==> src/sst_pkg.sv <==
/*
  Package for the synchronous serial transmit framing block: register offsets,
  field layouts, reset values, status bit positions and state encodings.
  Assumes a single clock domain for the register side.
*/
`default_nettype none

package sst_pkg;

  // ****************************************************************
  // Register offsets (byte addresses on the register bus)
  // ****************************************************************
  localparam logic [5:0] OFS_FMR = 6'h00;
  localparam logic [5:0] OFS_RHR = 6'h04;
  localparam logic [5:0] OFS_THR = 6'h08;
  localparam logic [5:0] OFS_RSH = 6'h0c;
  localparam logic [5:0] OFS_TSH = 6'h10;
  localparam logic [5:0] OFS_CP0 = 6'h14;
  localparam logic [5:0] OFS_CP1 = 6'h18;
  localparam logic [5:0] OFS_SR = 6'h1c;
  localparam logic [5:0] OFS_CTL = 6'h20;

  // ****************************************************************
  // Field layouts and reset values
  // ****************************************************************
  typedef struct packed {
    logic [6:0] rsv_hi;
    logic sync_edge_select;
    logic sync_data_output_enable;
    logic [2:0] sync_output_shape;
    logic [3:0] sync_length;
    logic [3:0] rsv_mid;
    logic [3:0] words_per_frame;
    logic bit_order_select;
    logic rsv_lo;
    logic idle_line_level;
    logic [4:0] word_length_field;
  } sst_fmr_t;

  typedef struct packed {
    logic [23:0] rsv;
    logic [3:0] sync_length_extension;
    logic rsv3;
    logic open_drain;
    logic receiver_on;
    logic transmitter_on;
  } sst_ctl_t;

  localparam logic [31:0] FMR_WMASK = 32'h01ff_0fbf;
  localparam logic [31:0] CTL_WMASK = 32'h0000_00f7;
  localparam logic [31:0] FMR_RST = 32'h0000_0000;
  localparam logic [31:0] CTL_RST = 32'h0000_0000;
  localparam logic [15:0] HALF_RST = 16'h0000;

  // ****************************************************************
  // Status bit positions
  // ****************************************************************
  localparam int SR_TX_HOLDING_FREE = 0;
  localparam int SR_TX_ALL_SENT = 1;
  localparam int SR_RX_WORD_AVAILABLE = 4;
  localparam int SR_OVR = 5;
  localparam int SR_CP0 = 8;
  localparam int SR_CP1 = 9;
  localparam int SR_TX_SYNC_EVENT = 10;
  localparam int SR_RX_SYNC_EVENT = 11;
  localparam int SR_TRANSMITTER_ON = 16;
  localparam int SR_RECEIVER_ON = 17;

  // ****************************************************************
  // Encodings
  // ****************************************************************
  localparam logic [1:0] RESP_OKAY = 2'h0;
  localparam logic [1:0] RESP_SLVERR = 2'h2;
  localparam logic [1:0] DMA_BYTE = 2'h0;
  localparam logic [1:0] DMA_HALF = 2'h1;
  localparam logic [1:0] DMA_WORD = 2'h2;
  localparam logic [4:0] LEN_BYTE_MAX = 5'h07;
  localparam logic [4:0] LEN_HALF_MAX = 5'h0f;

  typedef enum logic [1:0] {TX_IDLE, TX_SYNC, TX_DATA} sst_tx_t;

endpackage

`default_nettype wire

==> src/sst_top.sv <==
/*
  Transmit framing, holding registers and status of a synchronous serial
  controller, reached over AXI4-Lite. Assumes the link clock, frame syncs and
  receive data arrive asynchronously and are far slower than i_clock.
*/
// The register offsets and the AXI4-Lite slave port were left to the implementer.
`default_nettype none

// Functional notes
// - Each word serializes word length field plus one bits.
// - DMA size: bytes up to 7, half-words 8 to 15, else words.
// - Data line sits at the idle level whenever no transmission runs.
// - In open-drain mode the data driver is on only while data is 1.
// - Bit order 0 sends LSB first, 1 sends MSB first.
// - Each transfer start sends words per frame plus one words, or fewer if the holding register is empty at a word end.
// - Sync length sets sync duration and count of sync data bits sent.
// - Sync pulse lasts sync length plus one link periods, extension on top.
// - Sync shape codes: input, neg, pos, low, high, toggle; 6-7 reserved.
// - During sync the data line carries idle level or sync word bits.
// - Transmit sync flag on rising edge for select 0, falling for 1.
// - Holding words right aligned; receive read-only, transmit write-only.
// - Transmit sync holding is a 16-bit read-write value.
// - Receive sync holding is a read-only 16-bit captured value.
// - Two compare registers hold 16-bit read-write patterns.
// - Holding-free reads 1 when the transmit holding register is empty.
// - All-sent reads 1 only after the last word fully left.
// - Overwrite sets on load over an unread word, clears on status read.
// - Compare and sync flags record events, clear on status read.

module sst_top
  import sst_pkg::*;
(
  input wire logic i_clock,
  input wire logic i_nrst,
  input wire logic [5:0] i_axi_awaddr,
  input wire logic i_axi_awvalid,
  output logic o_axi_awready,
  input wire logic [31:0] i_axi_wdata,
  input wire logic [3:0] i_axi_wstrb,
  input wire logic i_axi_wvalid,
  output logic o_axi_wready,
  output logic [1:0] o_axi_bresp,
  output logic o_axi_bvalid,
  input wire logic i_axi_bready,
  input wire logic [5:0] i_axi_araddr,
  input wire logic i_axi_arvalid,
  output logic o_axi_arready,
  output logic [31:0] o_axi_rdata,
  output logic [1:0] o_axi_rresp,
  output logic o_axi_rvalid,
  input wire logic i_axi_rready,
  input wire logic i_tx_clock,
  input wire logic i_tx_frame_sync_pin,
  input wire logic i_serial_in,
  input wire logic i_rx_frame_sync,
  output logic o_serial_out_pin,
  output logic o_serial_out_pin_oe,
  output logic o_tx_frame_sync_pin,
  output logic o_tx_frame_sync_pin_oe,
  output logic [1:0] o_dma_size
);

  // ****************************************************************
  // State
  // ****************************************************************
  typedef struct packed {
    logic awv;
    logic [5:0] awa;
    logic wv;
    logic [31:0] wd;
    logic [3:0] ws;
    logic awr;
    logic wr;
    logic bv;
    logic [1:0] br;
    logic arr;
    logic rv;
    logic [31:0] rd;
    logic [1:0] rr;
    sst_fmr_t fmr;
    sst_ctl_t ctl;
    logic [31:0] thr;
    logic thr_full;
    logic [15:0] tsh;
    logic [15:0] rsh;
    logic [15:0] cp0;
    logic [15:0] cp1;
    logic [31:0] rhr;
    logic rx_word_available;
    logic ovr;
    logic c0;
    logic c1;
    logic txs;
    logic rxs;
    logic [2:0] cks;
    logic [1:0] tfs;
    logic [1:0] rds;
    logic [1:0] rfs;
    logic fsp;
    logic rfp;
    sst_tx_t st;
    logic [31:0] tsr;
    logic [7:0] idx;
    logic [3:0] wcnt;
    logic tog;
    logic so;
    logic soe;
    logic fso;
    logic fsoe;
    logic [1:0] dsz;
    logic [31:0] rsr;
    logic [4:0] rbc;
  } sst_st_t;

  sst_st_t st_q;
  sst_st_t st_d;
  logic [1:0] rst_q;
  logic rst_n;
  logic wr_thr;
  logic rx_load;
  logic ck_f;
  logic [31:0] sts_now;

  // Reset is released through two flops so all state leaves reset together.
  always_ff @(posedge i_clock or negedge i_nrst) begin
    if (!i_nrst) begin
      rst_q <= 2'h0;
    end else begin
      rst_q <= {rst_q[0], 1'b1};
    end
  end
  assign rst_n = rst_q[1];

  // ****************************************************************
  // Decoding helpers
  // ****************************************************************
  function automatic logic mapped(logic [5:0] a);
    return a inside {OFS_FMR, OFS_RHR, OFS_THR, OFS_RSH, OFS_TSH,
                     OFS_CP0, OFS_CP1, OFS_SR, OFS_CTL};
  endfunction

  function automatic logic [31:0] merge(logic [31:0] o, logic [31:0] n,
                                        logic [3:0] s);
    logic [31:0] r;
    r = o;
    for (int i = 0; i < 4; i++) begin
      if (s[i]) begin
        r[i*8 +: 8] = n[i*8 +: 8];
      end
    end
    return r;
  endfunction

  function automatic logic [31:0] sts_word(sst_st_t s);
    logic [31:0] w;
    w = 32'h0;
    w[SR_TX_HOLDING_FREE] = !s.thr_full;
    w[SR_TX_ALL_SENT] = !s.thr_full && (s.st == TX_IDLE);
    w[SR_RX_WORD_AVAILABLE] = s.rx_word_available;
    w[SR_OVR] = s.ovr;
    w[SR_CP0] = s.c0;
    w[SR_CP1] = s.c1;
    w[SR_TX_SYNC_EVENT] = s.txs;
    w[SR_RX_SYNC_EVENT] = s.rxs;
    w[SR_TRANSMITTER_ON] = s.ctl.transmitter_on;
    w[SR_RECEIVER_ON] = s.ctl.receiver_on;
    return w;
  endfunction

  function automatic logic [31:0] rd_mux(sst_st_t s, logic [5:0] a);
    case (a)
      OFS_FMR: return s.fmr;
      OFS_RHR: return s.rhr;
      OFS_RSH: return {16'h0, s.rsh};
      OFS_TSH: return {16'h0, s.tsh};
      OFS_CP0: return {16'h0, s.cp0};
      OFS_CP1: return {16'h0, s.cp1};
      OFS_SR: return sts_word(s);
      OFS_CTL: return s.ctl;
      default: return 32'h0;
    endcase
  endfunction

  // ****************************************************************
  // Next state
  // ****************************************************************
  always_comb begin
    logic ld;
    logic ck_r;
    logic fs_now;
    logic bit_in;
    logic rd_rhr;
    logic [7:0] slen;
    logic [4:0] bi;
    ld = 1'b0;
    bi = 5'h0;
    ck_r = st_q.cks[1] & ~st_q.cks[2];
    ck_f = ~st_q.cks[1] & st_q.cks[2];
    fs_now = st_q.fsoe ? st_q.fso : st_q.tfs[1];
    bit_in = st_q.rds[1];
    rd_rhr = 1'b0;
    rx_load = 1'b0;
    slen = {st_q.ctl.sync_length_extension, st_q.fmr.sync_length};
    st_d = st_q;
    wr_thr = st_q.awv && st_q.wv && (st_q.awa == OFS_THR);

    // Bus read side; flag clears come first so that later sets win.
    if (st_q.rv && i_axi_rready) begin
      st_d.rv = 1'b0;
    end
    if (i_axi_arvalid && st_q.arr) begin
      st_d.rv = 1'b1;
      st_d.rd = rd_mux(st_q, i_axi_araddr);
      st_d.rr = mapped(i_axi_araddr) ? RESP_OKAY : RESP_SLVERR;
      if (i_axi_araddr == OFS_SR) begin
        st_d.ovr = 1'b0;
        st_d.c0 = 1'b0;
        st_d.c1 = 1'b0;
        st_d.txs = 1'b0;
        st_d.rxs = 1'b0;
      end
      if (i_axi_araddr == OFS_RHR) begin
        rd_rhr = 1'b1;
        st_d.rx_word_available = 1'b0;
      end
    end

    // Link inputs pass two flops; the link clock's third stage holds its previous level.
    st_d.cks = {st_q.cks[1:0], i_tx_clock};
    st_d.tfs = {st_q.tfs[0], i_tx_frame_sync_pin};
    st_d.rds = {st_q.rds[0], i_serial_in};
    st_d.rfs = {st_q.rfs[0], i_rx_frame_sync};

    // Transmitter advances on the falling link edge.
    if (ck_f) begin
      case (st_q.st)
        TX_IDLE: begin
          if (st_q.ctl.transmitter_on && st_q.thr_full) begin
            ld = 1'b1;
            st_d.wcnt = 4'h0;
            st_d.idx = 8'h0;
            st_d.tog = ~st_q.tog;
            st_d.st = (st_q.fmr.sync_output_shape == 3'h0) ? TX_DATA : TX_SYNC;
          end
        end
        TX_SYNC: begin
          if (st_q.idx == slen) begin
            st_d.st = TX_DATA;
            st_d.idx = 8'h0;
          end else begin
            st_d.idx = st_q.idx + 8'h01;
          end
        end
        TX_DATA: begin
          if (st_q.idx[4:0] == st_q.fmr.word_length_field) begin
            if (st_q.wcnt == st_q.fmr.words_per_frame) begin
              st_d.st = TX_IDLE;
            end else if (st_q.thr_full) begin
              ld = 1'b1;
              st_d.wcnt = st_q.wcnt + 4'h1;
              st_d.idx = 8'h0;
            end else begin
              // An empty holding register cuts the frame short.
              st_d.st = TX_IDLE;
            end
          end else begin
            st_d.idx = st_q.idx + 8'h01;
          end
        end
        default: begin
          st_d.st = TX_IDLE;
        end
      endcase
    end
    if (ld) begin
      st_d.tsr = st_q.thr;
      st_d.thr_full = 1'b0;
    end

    // Transmit sync event from the sync line, driven or sensed.
    st_d.fsp = fs_now;
    if (st_q.fmr.sync_edge_select ? (st_q.fsp && !fs_now) : (!st_q.fsp && fs_now)) begin
      st_d.txs = 1'b1;
    end

    // Receiver samples on the rising link edge, MSB first.
    if (ck_r && st_q.ctl.receiver_on) begin
      st_d.rfp = st_q.rfs[1];
      if (st_q.rfs[1]) begin
        st_d.rsh = st_q.rfp ? {st_q.rsh[14:0], bit_in} : {15'h0, bit_in};
        st_d.rbc = 5'h0;
        st_d.rsr = 32'h0;
      end else begin
        if (st_q.rfp) begin
          st_d.rxs = 1'b1;
          st_d.c0 = st_q.c0 | (st_q.rsh == st_q.cp0);
          st_d.c1 = st_q.c1 | (st_q.rsh == st_q.cp1);
        end
        st_d.rsr = {st_q.rsr[30:0], bit_in};
        st_d.rbc = st_q.rbc + 5'h01;
        if (st_q.rbc == st_q.fmr.word_length_field) begin
          rx_load = 1'b1;
          st_d.rhr = {st_q.rsr[30:0], bit_in};
          st_d.rsr = 32'h0;
          st_d.rbc = 5'h0;
          st_d.rx_word_available = 1'b1;
          if (st_q.rx_word_available && !rd_rhr) begin
            st_d.ovr = 1'b1;
          end
        end
      end
    end

    // Bus write side; taken after the transmitter so a new word is kept.
    if (i_axi_awvalid && st_q.awr) begin
      st_d.awv = 1'b1;
      st_d.awa = i_axi_awaddr;
    end
    if (i_axi_wvalid && st_q.wr) begin
      st_d.wv = 1'b1;
      st_d.wd = i_axi_wdata;
      st_d.ws = i_axi_wstrb;
    end
    if (st_q.bv && i_axi_bready) begin
      st_d.bv = 1'b0;
    end
    if (st_q.awv && st_q.wv) begin
      st_d.awv = 1'b0;
      st_d.wv = 1'b0;
      st_d.bv = 1'b1;
      st_d.br = mapped(st_q.awa) ? RESP_OKAY : RESP_SLVERR;
      case (st_q.awa)
        OFS_FMR: st_d.fmr = merge(st_q.fmr, st_q.wd, st_q.ws) & FMR_WMASK;
        OFS_CTL: st_d.ctl = merge(st_q.ctl, st_q.wd, st_q.ws) & CTL_WMASK;
        OFS_TSH: st_d.tsh = 16'(merge({16'h0, st_q.tsh}, st_q.wd, st_q.ws));
        OFS_CP0: st_d.cp0 = 16'(merge({16'h0, st_q.cp0}, st_q.wd, st_q.ws));
        OFS_CP1: st_d.cp1 = 16'(merge({16'h0, st_q.cp1}, st_q.wd, st_q.ws));
        OFS_THR: begin
          st_d.thr = merge(st_q.thr, st_q.wd, st_q.ws);
          st_d.thr_full = 1'b1;
        end
        default: begin
        end
      endcase
    end
    st_d.awr = !st_d.awv && !st_d.bv;
    st_d.wr = !st_d.wv && !st_d.bv;
    st_d.arr = !st_d.rv;

    // Pin levels are recomputed every cycle so idle follows the register.
    bi = st_d.fmr.bit_order_select ?
         5'(st_d.fmr.word_length_field - st_d.idx[4:0]) : st_d.idx[4:0];
    case (st_d.st)
      TX_SYNC: begin
        st_d.so = (st_d.fmr.sync_data_output_enable && st_d.idx[7:4] == 4'h0) ?
                  st_d.tsh[st_d.idx[3:0]] : st_d.fmr.idle_line_level;
      end
      TX_DATA: st_d.so = st_d.tsr[bi];
      default: st_d.so = st_d.fmr.idle_line_level;
    endcase
    st_d.soe = st_d.ctl.open_drain ? st_d.so : 1'b1;
    case (st_d.fmr.sync_output_shape)
      3'h1: st_d.fso = st_d.st != TX_SYNC;
      3'h2: st_d.fso = st_d.st == TX_SYNC;
      3'h3: st_d.fso = st_d.st == TX_IDLE;
      3'h4: st_d.fso = st_d.st != TX_IDLE;
      3'h5: st_d.fso = st_d.tog;
      default: st_d.fso = 1'b0;
    endcase
    // Reserved shapes leave the pin undriven, like the input-only code.
    st_d.fsoe = st_d.fmr.sync_output_shape inside {[3'h1 : 3'h5]};
    if (st_d.fmr.word_length_field <= LEN_BYTE_MAX) begin
      st_d.dsz = DMA_BYTE;
    end else if (st_d.fmr.word_length_field <= LEN_HALF_MAX) begin
      st_d.dsz = DMA_HALF;
    end else begin
      st_d.dsz = DMA_WORD;
    end
  end

  always_ff @(posedge i_clock or negedge rst_n) begin
    if (!rst_n) begin
      st_q <= '0;
      st_q.fmr <= FMR_RST;
      st_q.ctl <= CTL_RST;
      st_q.tsh <= HALF_RST;
      st_q.st <= TX_IDLE;
    end else begin
      st_q <= st_d;
    end
  end

  assign o_axi_awready = st_q.awr;
  assign o_axi_wready = st_q.wr;
  assign o_axi_bvalid = st_q.bv;
  assign o_axi_bresp = st_q.br;
  assign o_axi_arready = st_q.arr;
  assign o_axi_rvalid = st_q.rv;
  assign o_axi_rdata = st_q.rd;
  assign o_axi_rresp = st_q.rr;
  assign o_serial_out_pin = st_q.so;
  assign o_serial_out_pin_oe = st_q.soe;
  assign o_tx_frame_sync_pin = st_q.fso;
  assign o_tx_frame_sync_pin_oe = st_q.fsoe;
  assign o_dma_size = st_q.dsz;
  assign sts_now = sts_word(st_q);
endmodule // sst_top

`default_nettype wire

==> config.mk <==
export PLATFORM = sky130hd
export DESIGN_NAME = sst_top
export DESIGN_NICKNAME = d
export VERILOG_FILES = /design/src/sst_pkg.sv /design/src/sst_top.sv
export SDC_FILE = /design/constraint.sdc
export NUM_CORES = 1
export LEC_CHECK = 0
export BUFFER_PORTS_ARGS = -buffer_cell sky130_fd_sc_hd__buf_2
export CAP_MARGIN = 20
export CORE_UTILIZATION = 40
export CTS_BUF_LIST = sky130_fd_sc_hd__clkbuf_4 sky130_fd_sc_hd__clkbuf_8 sky130_fd_sc_hd__clkbuf_16
export DETAILED_ROUTE_END_ITERATION = 7
export GPL_TIMING_DRIVEN = 0
export PLACE_DENSITY = 0.57
export RECOVER_POWER = 50
export SYNTH_ARGS = -nofsm -noshare
export SYNTH_HDL_FRONTEND = slang
export SYNTH_SLANG_ARGS = --single-unit
==> constraint.sdc <==
create_clock -name i_clock -period 9.55 [get_ports i_clock]
set_clock_uncertainty 0.1 [all_clocks]
set_input_delay 1.91 -clock i_clock [delete_from_list [all_inputs] [get_ports i_clock]]
set_output_delay 1.91 -clock i_clock [all_outputs]
set_load 0.005 [all_outputs]
==> impl_metrics.py <==
metrics = {
    "min_path": {
        "hold_class": "reg2async",
    },
    "clock_tree": {
        "clock-sinks": 347,
        "cts_setup_buffers": 0,
        "htreeDepth": 2,
        "clockBufferDepth": 3,
        "hold_buffers": 0,
        "clock_latency_ps": 560,
        "cts_tree": "done",
        "cts_resized": 0,
        "cts-root-buf": "clkbuf_16",
        "cts_buffers": 40,
        "clk_pin_slew_ps": 60,
    },
    "placed_design": {
        "io_buffers": 102,
        "dp_hpwl_mm": 31.9,
        "gp_congestion": 0.916,
    },
    "power": {
        "swShare": 0.296,
        "comb_power_share": 0.178,
        "p_leak_uw": 0.00926,
        "p_seq_frac": 0.453,
        "peakVddDrop_mv": 0.177,
        "total_power_uw": 4480,
        "pwr-share-clk": 0.369,
        "internal_power_uw": 3150,
        "p_sw_uw": 1320,
        "power_density_mw_per_mm2": 238,
    },
    "timing": {
        "period_share": 0.533,
        "fin_crit_ps": 5090,
        "fmax_ghz": 0.196,
        "worst_pin_slew_ps": 3820,
        "rsz0062_at_grt": "no",
        "slew_headroom": -1.55,
        "drv_slew": 134,
        "setup_tns_ps": 0,
        "hold_viol_final": 0,
        "setup_viol": 0,
    },
    "drt": {
        "drtPass1Iterations": 5,
        "viasPerCell": 5.36,
        "ant_nets": 0,
        "m1WireLength_mm": 19.9,
        "dr_wl_met3_mm": 1.61,
        "post_drt_wl_per_cell_um": 20.6,
        "routed.top_layer": "met4",
        "drtIter0Drc": 826,
        "routed_wl_mm": 42.8,
        "dr_wl_met2_mm": 20.0,
        "drc": 0,
        "vias": 11200,
    },
    "grt": {
        "grt_first_pass_wirelength_mm": 67.1,
        "grt_usage": 0.214,
        "antenna_found_initial": 0,
        "grt_max_degree": 72,
        "grt-ovfl-total": 0,
        "grt_pass1_vias": 11300,
    },
    "cells_and_area": {
        "drive_gt1_frac": 0.290,
        "antenna_cells": 0,
        "syn2layout_area_growth_pct": 16.9,
        "layout_common_cells": "dfrtp_1 (347), mux2_2 (195), nand2_1 (174)",
        "final_common_cell": "dfrtp_1",
        "layout.nets": 1600,
        "nFillCells": 3737,
    },
    "setup_path": {
        "worstPathArrival_ps": 5360,
        "crit_slowest_cell": "fa_1",
        "slowest_delay_ps": 620,
        "path_class": "reg2reg",
        "worstPathCellList": "xor2_1, nor4_1, a21bo_1, buf_2, o22ai_2, nor2_4, inv_2, ha_1, fa_1, inv_1, nor2_1, a31o_2, mux2i_1, mux2_2, o221ai_2, o2111ai_2, o2111ai_1",
        "crit_required_ps": 9820,
        "worstSetupEndpointType": "register",
        "crit_fanout": 9,
        "start_kind": "register",
    },
    "floorplan": {
        "io_pins": 106,
        "dieHeight_um": 203,
        "rows": 73,
        "core-area_sq_mm": 0.0397,
        "initial_utilization": 0.405,
        "die_area_sq_mm": 0.0410,
        "die_x_um": 203,
    },
    "run_status": {
        "violations": "capacitance limit, slew limit",
        "outcome": "complete, but fails checks",
    },
    "run": {
        "cap_viol_max_count": 2,
    },
    "logic_synthesis": {
        "synth_seq_cells": 347,
        "mappedNetlistArea_sq_mm": 0.0161,
        "synth_edf_count": 0,
        "netlist.top_cell.by_area": "dfrtp_1",
        "async_flop_share": 1.00,
        "synth_area_leaders": "dfrtp_1 (54%), mux2_2 (14%), nand2_1 (4.1%)",
        "ys_seq_area_frac": 0.540,
        "syn_inst": 1375,
        "ys_types": 76,
        "yosys_warnings": 0,
        "avgSynthCellArea_sq_um": 11.7,
        "synthFlopType": "dfrtp_1",
        "yosysTopAreaCellShare": 0.540,
    },
}
[registers in the layout (all words and copies together) (netlist names), 2 cells and up]
name and flops:
o_dma_size 2, rst_q 2, st_q 295, o_axi_rdata 32, st_d 5
[cell usage after synthesis (3+ instances only)]
cell type	count
xor2_1	35
mux2_2	196
or3_1	4
inv_2	3
nand2b_1	9
nor4_1	8
buf_4	40
a221oi_1	13
nor2_1	50
a31oi_1	11
nand4_1	14
a22o_1	41
o31ai_1	4
mux2i_1	20
nor2b_1	10
and2_1	5
nand3_1	22
ha_1	12
clkbuf_1	44
a211oi_1	5
nor3_1	14
inv_1	23
nand3b_1	3
a221o_1	14
o22ai_1	3
and3_1	14
mux4_2	3
a21o_1	14
buf_2	13
a21oi_1	35
o211ai_1	9
dfrtp_1	347
a22oi_1	22
o21ai_0	52
a311oi_1	3
nand2_1	174
o22a_1	3
xnor2_1	32
a41oi_1	3
[power groups by stage]
stage / registers (uW) / logic [uW] / clock network, uW
2_1_floorplan: 1920 / 593 / 0
3_3_place_gp: 2070 / 755 / 0
5_1_grt: 2060 / 884 / 1750
3_5_place_dp: 2050 / 805 / 0
4_1_cts: 2030 / 812 / 1700
6_report: 2030 / 797 / 1650
[worst paths after layout]
| check | start | endpoint | cells after the start | slack [ps] |
|---|---|---|---|---|
| worst min-delay path | rst_q[1]$_DFF_PN0_ | o_axi_bvalid$_DFF_PN0_ | 0 | 20 |
| worst min register to register | rst_q[1]$_DFF_PN0_ | o_axi_bvalid$_DFF_PN0_ | 0 | 20 |
| worst max register to register | st_q[52]$_DFF_PN0_ | o_serial_out_pin_oe$_DFF_PN0_ | 17 | 4460 |
| max in group asynchronous | rst_q[1]$_DFF_PN0_ | st_q[82]$_DFF_PN0_ | 1 | 5400 |
| min in group i_clock | st_d[97]$_DFF_PN0_ | st_q[97]$_DFF_PN0_ | 0 | 230 |
| worst max-delay path | st_q[52]$_DFF_PN0_ | o_serial_out_pin_oe$_DFF_PN0_ | 17 | 4460 |
[cell type report]
| cell class | instances | area, sq um | area share |
|---|---|---|---|
| Clock buffer | 54 | 1160 | 0.0618 |
| Inverter | 26 | 97.6 | 0.00519 |
| Buffer | 101 | 561 | 0.0298 |
| Sequential cell | 347 | 8680 | 0.462 |
| Tap cell | 525 | 657 | 0.0349 |
| Clock inverter | 16 | 273 | 0.0145 |
| Timing Repair Buffer | 110 | 619 | 0.0329 |
| Multi-Input combinational cell | 902 | 6750 | 0.359 |
[cell families after synthesis]
group | after synthesis | synth area share
xor gates and xnor gates | 67 | 0.0365
muxes | 221 | 0.156
DFF | 347 | 0.540
buffers and inverters | 127 | 0.0409
adders and majority gates | 13 | 0.0106
and+or+nand+nor | 340 | 0.0982
other | 2 | 0.000467
AOI/OAI and AO/OA | 258 | 0.117
[layer usage]
metal / track usage / up-vias
li1: - / 5219
met1: 0.302 / 5624
met2: 0.342 / 243
met3: 0.0278 / 77
met4: 0.0682 / 0
met5: 0 / -
[critical path: cells and delay by family (launching register included)]
family | cells | cell delay, ps
simple gates | 3 | 1120
buf+inv | 3 | 420
compound gates | 6 | 1320
xor+xnor | 1 | 190
fa+ha+maj | 2 | 880
flops | 1 | 460
mux | 2 | 400
[metrics by stage]
step	hold WS [ps]	instances	instance area, sq um	utilization	setup slack, ps
after global placement	237	2003	17300	0.434	1550
after floorplan	231	1376	16100	-	3780
after CTS	66.5	2080	18900	0.475	4420
after global routing	28.9	2081	18800	0.473	4150
final	16.6	2081	18800	0.473	4460
after detailed placement	58.7	2010	17400	0.439	4460
Power figures use the tool's default switching activity.
